**src/ekhp_consts.vh**
```
// Purpose: constants of the emulated keyboard host port
// Assumes: included by ekhp_top.v
// Notes:   offsets are byte offsets on the ec register port
`ifndef EKHP_CONSTS_VH
`define EKHP_CONSTS_VH
// ==========================================
// ec register offsets
`define EKHP_OFS_HOST_DATA  8'h00
`define EKHP_OFS_STATUS     8'h04
`define EKHP_OFS_CTRL       8'h08
`define EKHP_OFS_AUX_DATA   8'h0C
`define EKHP_OFS_KBD_FLAG   8'h10
`define EKHP_OFS_IN_DATA    8'h14
`define EKHP_OFS_P92_EN     8'h18
`define EKHP_OFS_P92_BASE   8'h1C
// ==========================================
// host i/o addresses
`define EKHP_IO_DATA        16'h0060
`define EKHP_IO_CMD         16'h0064
`define EKHP_IO_P92         16'h0092
// ==========================================
// field positions
`define EKHP_ST_OBF         0
`define EKHP_ST_IBF         1
`define EKHP_ST_CMD         3
`define EKHP_ST_MOUSE       5
`define EKHP_CT_OIE         0
`define EKHP_CT_KFW         1
`define EKHP_CT_MSEL        2
`define EKHP_P92_RST        0
`define EKHP_P92_A20        1
// ==========================================
// reset values and timing
`define EKHP_P92_RESET      8'h00
`define EKHP_BYTE_ZERO      8'h00
`define EKHP_ALTERNATE_CPU_RESET_US     6
`define EKHP_TICK_US        1
`define EKHP_ALTERNATE_CPU_RESET_TICKS  (`EKHP_ALTERNATE_CPU_RESET_US / `EKHP_TICK_US)
`define EKHP_FIFO_W         9
`define EKHP_FIFO_D         16
`define EKHP_FIFO_AW        4
`endif

```
**src/ekhp_top.v**
```verilog
// Purpose: emulated keyboard controller host port with alternate
//          reset and address gate port
// Assumes: host i/o strobes and ec strobes are one-cycle pulses
//          synchronous to clk_sys; clk_1mhz sampled as a level
// Notes:   host data and command writes queue in a fifo toward the ec
`timescale 1ns/100ps
`default_nettype none
`include "ekhp_consts.vh"

// ==========================================
// fifo of host writes
module ekhp_fifo #(
  parameter W  = `EKHP_FIFO_W,
  parameter D  = `EKHP_FIFO_D,
  parameter AW = `EKHP_FIFO_AW
) (
  // clock and reset
  input  wire         clk_sys,
  input  wire         srst,
  // fill side
  input  wire         in_valid,
  output wire         in_ready,
  input  wire [W-1:0] in_data,
  // drain side
  output wire         out_valid,
  input  wire         out_ready,
  output wire [W-1:0] out_data
);
  reg  [W-1:0] mem_ff [0:D-1];
  reg  [AW-1:0] wp_ff;
  reg  [AW-1:0] rp_ff;
  reg  [AW:0]   cnt_ff;
  reg           full_ff;
  reg           empty_ff;
  wire          push;
  wire          pop;
  reg  [AW:0]   nxt_cnt;
  assign in_ready  = ~full_ff;
  assign out_valid = ~empty_ff;
  assign out_data  = mem_ff[rp_ff];
  assign push      = in_valid & ~full_ff;
  assign pop       = out_ready & ~empty_ff;
  always @* begin
    nxt_cnt = cnt_ff;
    if (push & ~pop) begin
      nxt_cnt = cnt_ff + 1'b1;
    end else if (pop & ~push) begin
      nxt_cnt = cnt_ff - 1'b1;
    end
  end
  always @(posedge clk_sys) begin
    if (push) begin
      mem_ff[wp_ff] <= in_data;
    end
  end
  always @(posedge clk_sys) begin
    if (srst) begin
      wp_ff    <= {AW{1'b0}};
      rp_ff    <= {AW{1'b0}};
      cnt_ff   <= {(AW+1){1'b0}};
      full_ff  <= 1'b0;
      empty_ff <= 1'b1;
    end else begin
      if (push) begin
        wp_ff <= wp_ff + 1'b1;
      end
      if (pop) begin
        rp_ff <= rp_ff + 1'b1;
      end
      cnt_ff   <= nxt_cnt;
      full_ff  <= (nxt_cnt == D[AW:0]);
      empty_ff <= (nxt_cnt == {(AW+1){1'b0}});
    end
  end
endmodule
// ==========================================
// top
// Operation
// ec data or aux write sets output full
// data write sets kbd, aux sets mouse
// enable gates kbd flag onto irq source
// kbd flag clears at power up
// hw mode host read clears kbd flag
// fw select: firmware sets and clears kbd
// kbd flag register reads present flag
// enable low forces kbd irq low
// enable gates mouse flag onto irq source
// mouse flag clears at power up
// hw mode host read clears mouse flag
// enable low forces mouse irq low
// mouse select one means firmware flag
// host data or command write raises irq when the fifo is not full
// host data read raises ec irq
// port 92h decoded, reset to zero
// port 92h usable only when enabled
// disabled: writes ignored, reads float
// port 92h base: only valid writable
// combined reset from power and bus
// system routes kbd irq1, mouse irq12
// reset pulse counter on 1MHz clock
// host reads last ec written byte
module ekhp_top (
  // clock and well reset
  input  wire       clk_sys,
  input  wire       srst,
  // system reset sources
  input  wire       main_power_good,
  input  wire       lpc_reset_n,
  input  wire       clk_1mhz,
  // ec register port
  input  wire       ec_wr,
  input  wire       ec_rd,
  input  wire [7:0] ec_addr,
  input  wire [7:0] ec_wdata,
  output wire [7:0] ec_rdata,
  // host i/o port
  input  wire       host_io_wr,
  input  wire       host_io_rd,
  input  wire [15:0] host_addr,
  input  wire [7:0] host_wdata,
  output wire [7:0] host_rdata,
  output wire       host_rdata_oe,
  output wire       host_wr_ready,
  // interrupts and pins
  output wire       keyboard_irq_source,
  output wire       mouse_irq_source,
  output wire       input_full_irq,
  output wire       output_read_irq,
  output wire       combined_system_reset_n,
  output wire       alternate_addr_gate,
  output wire       keyboard_reset_out_n
);
  reg  [7:0] out_data_ff;
  reg        obf_ff;
  reg        kbd_hw_ff;
  reg        kbd_fw_ff;
  reg        mouse_hw_ff;
  reg        mouse_fw_ff;
  reg        oie_ff;
  reg        kfw_ff;
  reg        msel_ff;
  reg  [7:0] p92_ff;
  reg        p92_en_ff;
  reg        p92_valid_ff;
  reg  [7:0] ec_rdata_ff;
  reg  [7:0] host_rdata_ff;
  reg        host_oe_ff;
  reg        keyboard_irq_source_ff;
  reg        mouse_irq_source_ff;
  reg        ibf_irq_ff;
  reg        obr_irq_ff;
  reg        comb_rst_n_ff;
  reg        clk1m_d_ff;
  reg [3:0]  pulse_cnt_ff;
  reg        pulse_ff;
  reg        rst_bit_d_ff;
  reg        last_cmd_ff;
  wire       comb_rst;
  wire       ec_wr_data;
  wire       ec_wr_aux;
  wire       h_rd_data;
  wire       h_wr_in;
  wire       h_p92;
  wire       fifo_in_ready;
  wire       fifo_valid;
  wire [8:0] fifo_data;
  wire       fifo_pop;
  wire       tick;
  wire       nxt_kbd;
  wire       nxt_mouse;
  wire       kbd_now;
  wire       mouse_now;
  localparam [15:0] p92_io_addr = `EKHP_IO_P92;
  function hit;
    input [7:0] a;
    input [7:0] ofs;
    begin
      hit = (a == ofs);
    end
  endfunction
  // ==========================================
  // decode
  // combined reset
  assign comb_rst   = srst | ~main_power_good | ~lpc_reset_n;
  assign ec_wr_data = ec_wr & hit(ec_addr, `EKHP_OFS_HOST_DATA);
  assign ec_wr_aux  = ec_wr & hit(ec_addr, `EKHP_OFS_AUX_DATA);
  assign h_rd_data  = host_io_rd & (host_addr == `EKHP_IO_DATA);
  assign h_wr_in    = host_io_wr & ((host_addr == `EKHP_IO_DATA) |
                                    (host_addr == `EKHP_IO_CMD));
  // gated by enable
  assign h_p92      = p92_en_ff & (host_addr == `EKHP_IO_P92);
  assign fifo_pop   = ec_rd & hit(ec_addr, `EKHP_OFS_IN_DATA);
  assign tick       = clk_1mhz & ~clk1m_d_ff;
  // ==========================================
  // flags
  // hw clear on host read
  assign nxt_kbd   = ec_wr_data | (kbd_hw_ff & ~h_rd_data);
  // hw clear on host read
  assign nxt_mouse = ec_wr_aux | (mouse_hw_ff & ~h_rd_data);
  // present flag value
  assign kbd_now   = kfw_ff ? kbd_fw_ff : kbd_hw_ff;
  // zero selects hardware
  assign mouse_now = msel_ff ? mouse_fw_ff : mouse_hw_ff;
  always @(posedge clk_sys) begin
    if (srst) begin
      out_data_ff <= `EKHP_BYTE_ZERO;
      obf_ff      <= 1'b0;
      // flags clear at power up
      kbd_hw_ff   <= 1'b0;
      kbd_fw_ff   <= 1'b0;
      mouse_hw_ff <= 1'b0;
      mouse_fw_ff <= 1'b0;
      oie_ff      <= 1'b0;
      kfw_ff      <= 1'b0;
      msel_ff     <= 1'b0;
      p92_en_ff   <= 1'b0;
      p92_valid_ff <= 1'b0;
      last_cmd_ff <= 1'b0;
    end else begin
      // last written byte
      if (ec_wr_data | ec_wr_aux) begin
        out_data_ff <= ec_wdata;
      end
      // set wins over host read
      obf_ff <= ec_wr_data | ec_wr_aux | (obf_ff & ~h_rd_data);
      // per-source flags
      kbd_hw_ff   <= nxt_kbd;
      mouse_hw_ff <= nxt_mouse;
      // firmware latch
      if (ec_wr & hit(ec_addr, `EKHP_OFS_KBD_FLAG)) begin
        kbd_fw_ff <= ec_wdata[0];
      end
      // firmware mouse flag
      if (ec_wr & hit(ec_addr, `EKHP_OFS_STATUS)) begin
        mouse_fw_ff <= ec_wdata[`EKHP_ST_MOUSE];
      end
      if (ec_wr & hit(ec_addr, `EKHP_OFS_CTRL)) begin
        oie_ff  <= ec_wdata[`EKHP_CT_OIE];
        kfw_ff  <= ec_wdata[`EKHP_CT_KFW];
        msel_ff <= ec_wdata[`EKHP_CT_MSEL];
      end
      if (ec_wr & hit(ec_addr, `EKHP_OFS_P92_EN)) begin
        p92_en_ff <= ec_wdata[0];
      end
      // only valid bit stored
      if (ec_wr & hit(ec_addr, `EKHP_OFS_P92_BASE)) begin
        p92_valid_ff <= ec_wdata[0];
      end
      if (fifo_pop & fifo_valid) begin
        last_cmd_ff <= fifo_data[8];
      end
    end
  end
  // ==========================================
  // irq sources
  always @(posedge clk_sys) begin
    if (srst) begin
      keyboard_irq_source_ff    <= 1'b0;
      mouse_irq_source_ff    <= 1'b0;
      ibf_irq_ff <= 1'b0;
      obr_irq_ff <= 1'b0;
    end else begin
      // kbd gating
      keyboard_irq_source_ff    <= oie_ff & (kfw_ff ? kbd_fw_ff : nxt_kbd);
      // mouse gating
      mouse_irq_source_ff    <= oie_ff & (msel_ff ? mouse_fw_ff : nxt_mouse);
      // host write pulse
      ibf_irq_ff <= h_wr_in & fifo_in_ready;
      // host read pulse
      obr_irq_ff <= h_rd_data;
    end
  end
  // ==========================================
  // host write queue
  ekhp_fifo #(
    .W  (`EKHP_FIFO_W),
    .D  (`EKHP_FIFO_D),
    .AW (`EKHP_FIFO_AW)
  ) u_fifo (
    .clk_sys   (clk_sys),
    .srst      (srst),
    .in_valid  (h_wr_in),
    .in_ready  (fifo_in_ready),
    .in_data   ({host_addr == `EKHP_IO_CMD, host_wdata}),
    .out_valid (fifo_valid),
    .out_ready (fifo_pop),
    .out_data  (fifo_data)
  );
  // ==========================================
  // ec read mux
  always @(posedge clk_sys) begin
    if (srst) begin
      ec_rdata_ff <= `EKHP_BYTE_ZERO;
    end else if (ec_rd) begin
      ec_rdata_ff <= `EKHP_BYTE_ZERO;
      case (ec_addr)
        `EKHP_OFS_STATUS: begin
          ec_rdata_ff[`EKHP_ST_OBF]   <= obf_ff;
          ec_rdata_ff[`EKHP_ST_IBF]   <= fifo_valid;
          ec_rdata_ff[`EKHP_ST_CMD]   <= last_cmd_ff;
          ec_rdata_ff[`EKHP_ST_MOUSE] <= mouse_now;
        end
        `EKHP_OFS_CTRL: begin
          ec_rdata_ff[`EKHP_CT_OIE]  <= oie_ff;
          ec_rdata_ff[`EKHP_CT_KFW]  <= kfw_ff;
          ec_rdata_ff[`EKHP_CT_MSEL] <= msel_ff;
        end
        // readback of flag
        `EKHP_OFS_KBD_FLAG: begin
          ec_rdata_ff[0] <= kbd_now;
        end
        `EKHP_OFS_IN_DATA: begin
          ec_rdata_ff <= fifo_valid ? fifo_data[7:0] : `EKHP_BYTE_ZERO;
        end
        `EKHP_OFS_P92_EN: begin
          ec_rdata_ff[0] <= p92_en_ff;
        end
        `EKHP_OFS_P92_BASE: begin
          ec_rdata_ff <= p92_io_addr[7:0] | {7'h00, p92_valid_ff};
        end
        default: begin
          ec_rdata_ff <= `EKHP_BYTE_ZERO;
        end
      endcase
    end
  end
  // ==========================================
  // host reads and port 92h
  always @(posedge clk_sys) begin
    if (comb_rst) begin
      // zero on combined reset
      p92_ff        <= `EKHP_P92_RESET;
      host_rdata_ff <= `EKHP_BYTE_ZERO;
      host_oe_ff    <= 1'b0;
    end else begin
      // writes ignored when off
      if (host_io_wr & h_p92) begin
        p92_ff <= host_wdata;
      end
      host_oe_ff <= 1'b0;
      if (h_rd_data) begin
        host_rdata_ff <= out_data_ff;
        host_oe_ff    <= 1'b1;
      end else if (host_io_rd & (host_addr == `EKHP_IO_CMD)) begin
        host_rdata_ff <= `EKHP_BYTE_ZERO;
        host_rdata_ff[`EKHP_ST_OBF]   <= obf_ff;
        host_rdata_ff[`EKHP_ST_IBF]   <= fifo_valid;
        host_rdata_ff[`EKHP_ST_CMD]   <= last_cmd_ff;
        host_rdata_ff[`EKHP_ST_MOUSE] <= mouse_now;
        host_oe_ff <= 1'b1;
      // reads float when off
      end else if (host_io_rd & h_p92) begin
        host_rdata_ff <= p92_ff;
        host_oe_ff    <= 1'b1;
      end
    end
  end
  // ==========================================
  // alternate cpu reset pulse
  always @(posedge clk_sys) begin
    if (comb_rst) begin
      comb_rst_n_ff <= 1'b0;
      clk1m_d_ff    <= 1'b0;
      pulse_cnt_ff  <= 4'h0;
      pulse_ff      <= 1'b0;
      rst_bit_d_ff  <= 1'b0;
    end else begin
      comb_rst_n_ff <= 1'b1;
      clk1m_d_ff    <= clk_1mhz;
      rst_bit_d_ff  <= p92_ff[`EKHP_P92_RST];
      if (~pulse_ff & p92_ff[`EKHP_P92_RST] & ~rst_bit_d_ff) begin
        pulse_ff     <= 1'b1;
        pulse_cnt_ff <= 4'h0;
      // count 1 MHz edges
      end else if (pulse_ff & tick) begin
        if (pulse_cnt_ff == `EKHP_ALTERNATE_CPU_RESET_TICKS - 1) begin
          pulse_ff <= 1'b0;
        end
        pulse_cnt_ff <= pulse_cnt_ff + 4'h1;
      end
    end
  end
  // ==========================================
  // outputs
  assign ec_rdata                = ec_rdata_ff;
  assign host_rdata              = host_rdata_ff;
  assign host_rdata_oe           = host_oe_ff;
  assign host_wr_ready           = fifo_in_ready;
  assign keyboard_irq_source     = keyboard_irq_source_ff;
  assign mouse_irq_source        = mouse_irq_source_ff;
  assign input_full_irq          = ibf_irq_ff;
  assign output_read_irq         = obr_irq_ff;
  assign combined_system_reset_n = comb_rst_n_ff;
  assign alternate_addr_gate     = p92_ff[`EKHP_P92_A20];
  assign keyboard_reset_out_n    = ~pulse_ff;
endmodule
`default_nettype wire

```
**config.mk**
```make
export PLATFORM = sky130hd
export DESIGN_NAME = ekhp_top
export DESIGN_NICKNAME = d
export VERILOG_FILES = /design/src/ekhp_top.v
export VERILOG_INCLUDE_DIRS = /design/src
export SDC_FILE = /design/constraint.sdc
export NUM_CORES = 1
export LEC_CHECK = 0
export ABC_CLOCK_PERIOD_IN_PS = 4100
export BUFFER_PORTS_ARGS = -buffer_cell sky130_fd_sc_hd__buf_2
export CAP_MARGIN = 0
export CORE_MARGIN = 3
export CORE_UTILIZATION = 25
export DETAILED_ROUTE_END_ITERATION = 8
export SYNTH_ARGS = -nofsm -noshare
export SYNTH_HDL_FRONTEND = slang
export SYNTH_HIERARCHICAL = 1
export SYNTH_SLANG_ARGS = --single-unit
export TNS_END_PERCENT = 30
```
**constraint.sdc**
```tcl
create_clock -name clk_sys -period 4.1 [get_ports clk_sys]
set_clock_uncertainty 0.05 [all_clocks]
set_input_delay 0.82 -clock clk_sys [delete_from_list [all_inputs] [get_ports clk_sys]]
set_output_delay 0.82 -clock clk_sys [all_outputs]
set_load 0.02 [all_outputs]
```
======== Word level (Yosys, flattened, before mapping) ========
Memories as Yosys holds them, arrays and structs flattened. A register that Yosys moved wholly into a read port is not among the register bits.
Index checks and enable logic that the tools add are counted.
Widths: inputs -> output; s select.
word-level totals
  bits in registers ....................... 71
  memory bits (writable) .................. 144
  bits of input ports ..................... 49
  word-level logic and storage cells ...... 127
  memories ................................ 1
cells by class
  $add $sub $neg .......................... 5
  equal/unequal tests ..................... 12
  mux-type cells .......................... 28
  bitwise operators ....................... 44
  reduce and logical (&&, ||, !) cells .... 7
memories
  name           words  width  rd ports  clocked after memory_dff  write ports  line           RTL
  u_fifo.mem_ff  16     9      1         1                         1            ekhp_top.v:29  reg [W-1:0] mem_ff [0:D-1];
operators by type and width
  kind                 count
  $eq 16x7->1 const B  2
  $eq 8x5->1 const B   4
  $mux 8               4
  $and 1x1->1          27
  $eq 16x8->1 const B  1
  $eq 8x4->1 const B   2
  $mux 1               13
  $add 4x1->4 const B  3
  $mux 5               2
  $not 1->1            10
  $eq 8x3->1 const B   1
  $logic_not 8->1      1
  $mux 4               2
  $pmux 1 s2           4
  $or 1x1->1           7
  $pmux 1 s6           1
  $add 5x1->5 const B  1
  $eq 5x5->1 const B   1
  $logic_not 5->1      1
  $sub 5x1->5 const B  1
  $eq 4x3->1 const B   1
  $pmux 1 s4           1
  $pmux 2 s2           1
  $reduce_bool 2->1    2
  3 further kinds      3

======== Depth between registers and ports, before layout ========
  depth in word-level cells ............... 9
  gate-level depth with buffers ........... 10

======== Modules after synthesis ========
The synthesis kept the hierarchy.
modules (own cells, without submodules)
  module     times used  cells each  area each (µm²)
  ekhp_fifo  1           320         6491.2
  ekhp_top   1           289         2597.5

======== Least setup slack after synthesis ========
No wires, ideal clock.
  kind .................................... input -> register
  start ................................... input port host_addr[11]
  end ..................................... memory u_fifo/mem_ff[3][0] in the netlist's numbering (enable)
  setup time .............................. 0.387 ns
  arrival time ............................ 3.319 ns
  required time ........................... 3.663 ns
  setup slack ............................. 0.344 ns
  stages on the path ...................... 8
  path buffers ............................ 2
  cells stage by stage .................... or4_4 > nor4_4 > buf_6 > and3_1 > nor2b_1 > buf_2 > nand2_1 > nor3_1
on the way
  word-level cells in the longest chain between the ends .. 6
  elaborated cells on any way between the ends .. 7
  classes of those cells .................. eq/ne (2); mux (2); bitwise (3)
ends and longest elaborated chain
  element                           line            RTL
  start, declared                   ekhp_top.v:119  input wire [15:0] host_addr,
  $eq 16x7->1 (no source line)      n/a
  $or 1x1->1 (*)                    ekhp_top.v:188  assign h_wr_in = host_io_wr & ((host_addr == `EKHP_IO_DATA) |
  $and 1x1->1 (*)                   ekhp_top.v:188
  named net h_wr_in                 ekhp_top.v:162  wire h_wr_in;
  $and 1x1->1 (*)                   ekhp_top.v:41   assign push = in_valid & ~full_ff;
  $mux 1 (*)                        ekhp_top.v:52   if (push) begin
  $mux 1 (implied by the code) (*)  ekhp_top.v:53   mem_ff[wp_ff] <= in_data;
  end, declared                     ekhp_top.v:29
The timed path passes the listed nets; every way through them passes the cells marked *.

======== Worst setup path in the final report ========
  start ................................... input port host_addr[11]
  end ..................................... register u_fifo.full_ff
on the way
  word-level cells in the longest chain between the ends .. 9
  elaborated cells on any way between the ends .. 11
  classes of those cells .................. eq/ne (3); mux (2); bitwise (6)
ends and longest elaborated chain
  element                       line            RTL
  $eq 16x7->1 (no source line)  n/a
  $or 1x1->1 (*)                ekhp_top.v:188
  $and 1x1->1 (*)               ekhp_top.v:188
  named net h_wr_in             ekhp_top.v:162
  $and 1x1->1 (*)               ekhp_top.v:41
  $not 1->1                     ekhp_top.v:47   end else if (pop & ~push) begin
  $and 1x1->1                   ekhp_top.v:47
  $mux 5                        ekhp_top.v:47
  $mux 5 (*)                    ekhp_top.v:45   if (push & ~pop) begin
  $eq 5x5->1 (*)                ekhp_top.v:71   full_ff <= (nxt_cnt == D[AW:0]);
  end signal, assigned          ekhp_top.v:71
  end, declared                 ekhp_top.v:33   reg full_ff;
Marks and branches as above.
A chain may end at the register's enable or synchronous reset.

==> qor.csv <==
metric;value;unit
largest voltage drop on the vdd net;271;uV
critical path cell sequence;buf_2, or4_4, nor4_4, and3_1, nand2b_1, and4_1, nor4_1, o31a_1, nor4bb_1;
mean instance size in the synthesized netlist;14.9;um^2
largest cells by area after synthesis;sky130_fd_sc_hd__edfxtp_1, sky130_fd_sc_hd__dfxtp_1, sky130_fd_sc_hd__mux4_1, sky130_fd_sc_hd__mux4_2, sky130_fd_sc_hd__nor2_1;
count leader, synth;sky130_fd_sc_hd__edfxtp_1;
type of element launching the critical path;input port;
vias after detailed routing;5430;
Routability Congestion;0.835;
total count of hold-check failures in the final report;0;
dominant register cell in the synthesized netlist;sky130_fd_sc_hd__edfxtp_1;
cell type with the highest aggregate area in the netlist;sky130_fd_sc_hd__edfxtp_1;
layout cell share with drive strength beyond 1;0.226;
number of standard cells after synthesis;609;
post-detailed-route count of antenna-violating nets;0;
final routed DRC violation total;0;
via count of the first global-routing pass;5338;
setup repair bufs after CTS;0;
TritonCTS Sinks;219;
source-to-sink clock delay at the later pin of the worst-skew pair;0.52;ns
effective utilization at floorplan;0.254;
Power Density;438;nW/um^2
Seq pwr share;0.491;
clock power share;0.485;
number of enable flip-flop cells after synthesis;144;
worst slack, placed;0.692;ns
Max Cap Violations;0;
largest net degree at the start of global routing;48;
global route overflow;0;
async set-or-reset flop fraction in the synthesized netlist;0;
number of warnings printed during yosys synthesis;6;
Final WS setup;1.22;ns
critical path's largest stage delay;0.53;ns
end-of-flow core utilization;0.306;
worst setup path class;in2reg;
number of gates resized after CTS;0;
deepest level of the CTS H-tree;1;
worst relative slew slack;0.303;
TritonCTS clock tree;built;
minimum hold slack;0.409;ns
cell type of the slowest stage on the worst timing path;sky130_fd_sc_hd__or4_4;
sequential cell area fraction in the yosys report;0.641;
relative contribution of combinational cells to total power;0.023;
maximum frequency from static timing analysis;347;MHz
critical path endpoint category;register;
CTS Hold Buffers Added;0;
Synth-to-Final Area Change;20.2;%
most numerous cell types in the synthesized netlist;sky130_fd_sc_hd__edfxtp_1, sky130_fd_sc_hd__dfxtp_1, sky130_fd_sc_hd__nor2_1;
netlist area before placement;9090;um^2
area of the die;38700;um^2
cell family contributing the most delay on the critical path;simple AND/OR/NAND/NOR gates;
leakage;0.00373;uW
post-synth net total;667;
buffers from clock root to sink, at most;3;
number of buffers created by CTS;23;
number of flip-flops and latches in the synthesized netlist;219;
count of nets after finishing;761;
Die Wd;197;um
count of inserted antenna diode cells;0;
Netlist cell types;63;
post-synth top area share;0.476;
share of the cycle needed by the critical path after routing;0.703;
cell at the root of the clock tree;sky130_fd_sc_hd__clkbuf_16;
Non-Filler Instances;1181;
number of antenna violations at the first check in global routing;0;
run status;complete, no violations;
max-slew violation total from the final report;0;
routed length per placed instance;17.7;um
required time at the worst-slack endpoint;4.46;ns
DP Wirelength;14.1;mm
net switching power of the design;942;uW
minimum period implied by the final worst setup slack;2.88;ns
worst min-delay path class;reg2reg;
arrival time of data at the critical path endpoint;3.25;ns
overall routing resource usage;0.105;
Worst Tran Pin Value;1.04;ns
number of I/O port buffers;73;
1st-iter DRT viols;525;
IO Pins;74;
die outline height;197;um
core area;35700;um^2
cell-internal power;3840;uW
CP Buf/Inv Count;1;
DR vias/cell;4.60;
Pre-Repair DR Iteration Count;5;
setup TNS;0;ns
wire length of the first global-routing pass;31.9;mm
unrepaired setup endpoints after global routing;false;
detailed-route wire length;20.9;mm
final setup fails;0;
critical-path maximum fanout;6;
post-CTS clock slew at the launch and capture registers of the worst setup and hold paths;0.06;ns
Site Rows;69;
cell count after placement;1139;
switching share of total power;0.197;
-- path summary, 6_finish.rpt --
check | startpoint | end | slack [ns] | depth (start not counted)
setup / recovery | host_addr[11] | u_fifo/full_ff | 1.22 | 9
hold / removal | p92_valid_ff | p92_valid_ff | 0.41 | 2
setup reg to reg | register | ec_rdata[2] | 1.33 | 5
hold reg to reg | p92_valid_ff | p92_valid_ff | 0.41 | 2
-- sequential cells by signal, indices dropped and copies added (netlist names), 4 cells and up, named ones only --
register and cells:
out_data_ff 8, u_fifo/rp_ff 4, u_fifo/cnt_ff 5, u_fifo/wp_ff 4, u_fifo/mem_ff 144, pulse_cnt_ff 4, ec_rdata 8, p92_ff 8
host_rdata 8
-- routing by layer --
metal  part of all wire  up-vias  GRT usage
met5                  0        -          0
met4              0.015        0     0.0214
met3              0.049       22     0.0195
met2               0.45      127      0.162
met1               0.48     2737      0.156
li1                   -     2544          -
-- cell type report --
type	count	area, um^2
clock inverters	10	189
inverters	15	56.3
fillers	3576	24800
repair buffers	100	568
well taps	461	577
flip-flops and latches	219	5830
multi-input cells	344	3040
clock buffers	32	669
-- power groups by stage --
| stage | Sequential, uW | Clock [uW] | Combinational [uW] |
|---|---|---|---|
| 6_report | 2350 | 2320 | 111 |
| 5_1_grt | 2350 | 2460 | 123 |
| 4_1_cts | 2350 | 2380 | 113 |
| 3_5_place_dp | 2400 | 0 | 113 |
| 3_3_place_gp | 2400 | 0 | 110 |
| 2_1_floorplan | 2400 | 0 | 40.2 |
-- through the flow --
step | cell area, um^2 | power, uW
final | 10900 | 4790
after global routing | 10900 | 4940
after CTS | 10900 | 4850
after detailed placement | 10100 | 2510
after global placement | 10100 | 2510
after floorplan | 9090 | 2440
-- cells by family (layout without fill, tap and decap cells) --
logic type,after synthesis,after routing,synth area share
compound gates,54,54,0.0428
xor+xnor,13,13,0.0125
fa+ha+maj,9,9,0.0124
buf+inv,46,157,0.0249
flops,219,219,0.641
mux,71,71,0.153
simple gates,197,197,0.113
-- cell usage in the layout (no fill, tap or decap), types with 17 or more instances in the layout --
cell / count
sky130_fd_sc_hd__buf_2: 73
sky130_fd_sc_hd__buf_4: 27
sky130_fd_sc_hd__clkbuf_16: 23
sky130_fd_sc_hd__dfxtp_1: 74
sky130_fd_sc_hd__edfxtp_1: 144
sky130_fd_sc_hd__mux2i_1: 25
sky130_fd_sc_hd__mux4_1: 32
sky130_fd_sc_hd__nand2_1: 31
sky130_fd_sc_hd__nand3_1: 20
sky130_fd_sc_hd__nor2_1: 68
sky130_fd_sc_hd__nor3_1: 17
-- worst reg2reg max path: stages, from the launching register on --
cell and delay, ns:
sky130_fd_sc_hd__dfxtp_2 0.76, sky130_fd_sc_hd__buf_4 0.30, sky130_fd_sc_hd__mux4_1 0.63, sky130_fd_sc_hd__mux4_2 0.55, sky130_fd_sc_hd__a22oi_1 0.24, sky130_fd_sc_hd__a211oi_1 0.10
(Power assumes the default switching activity.)
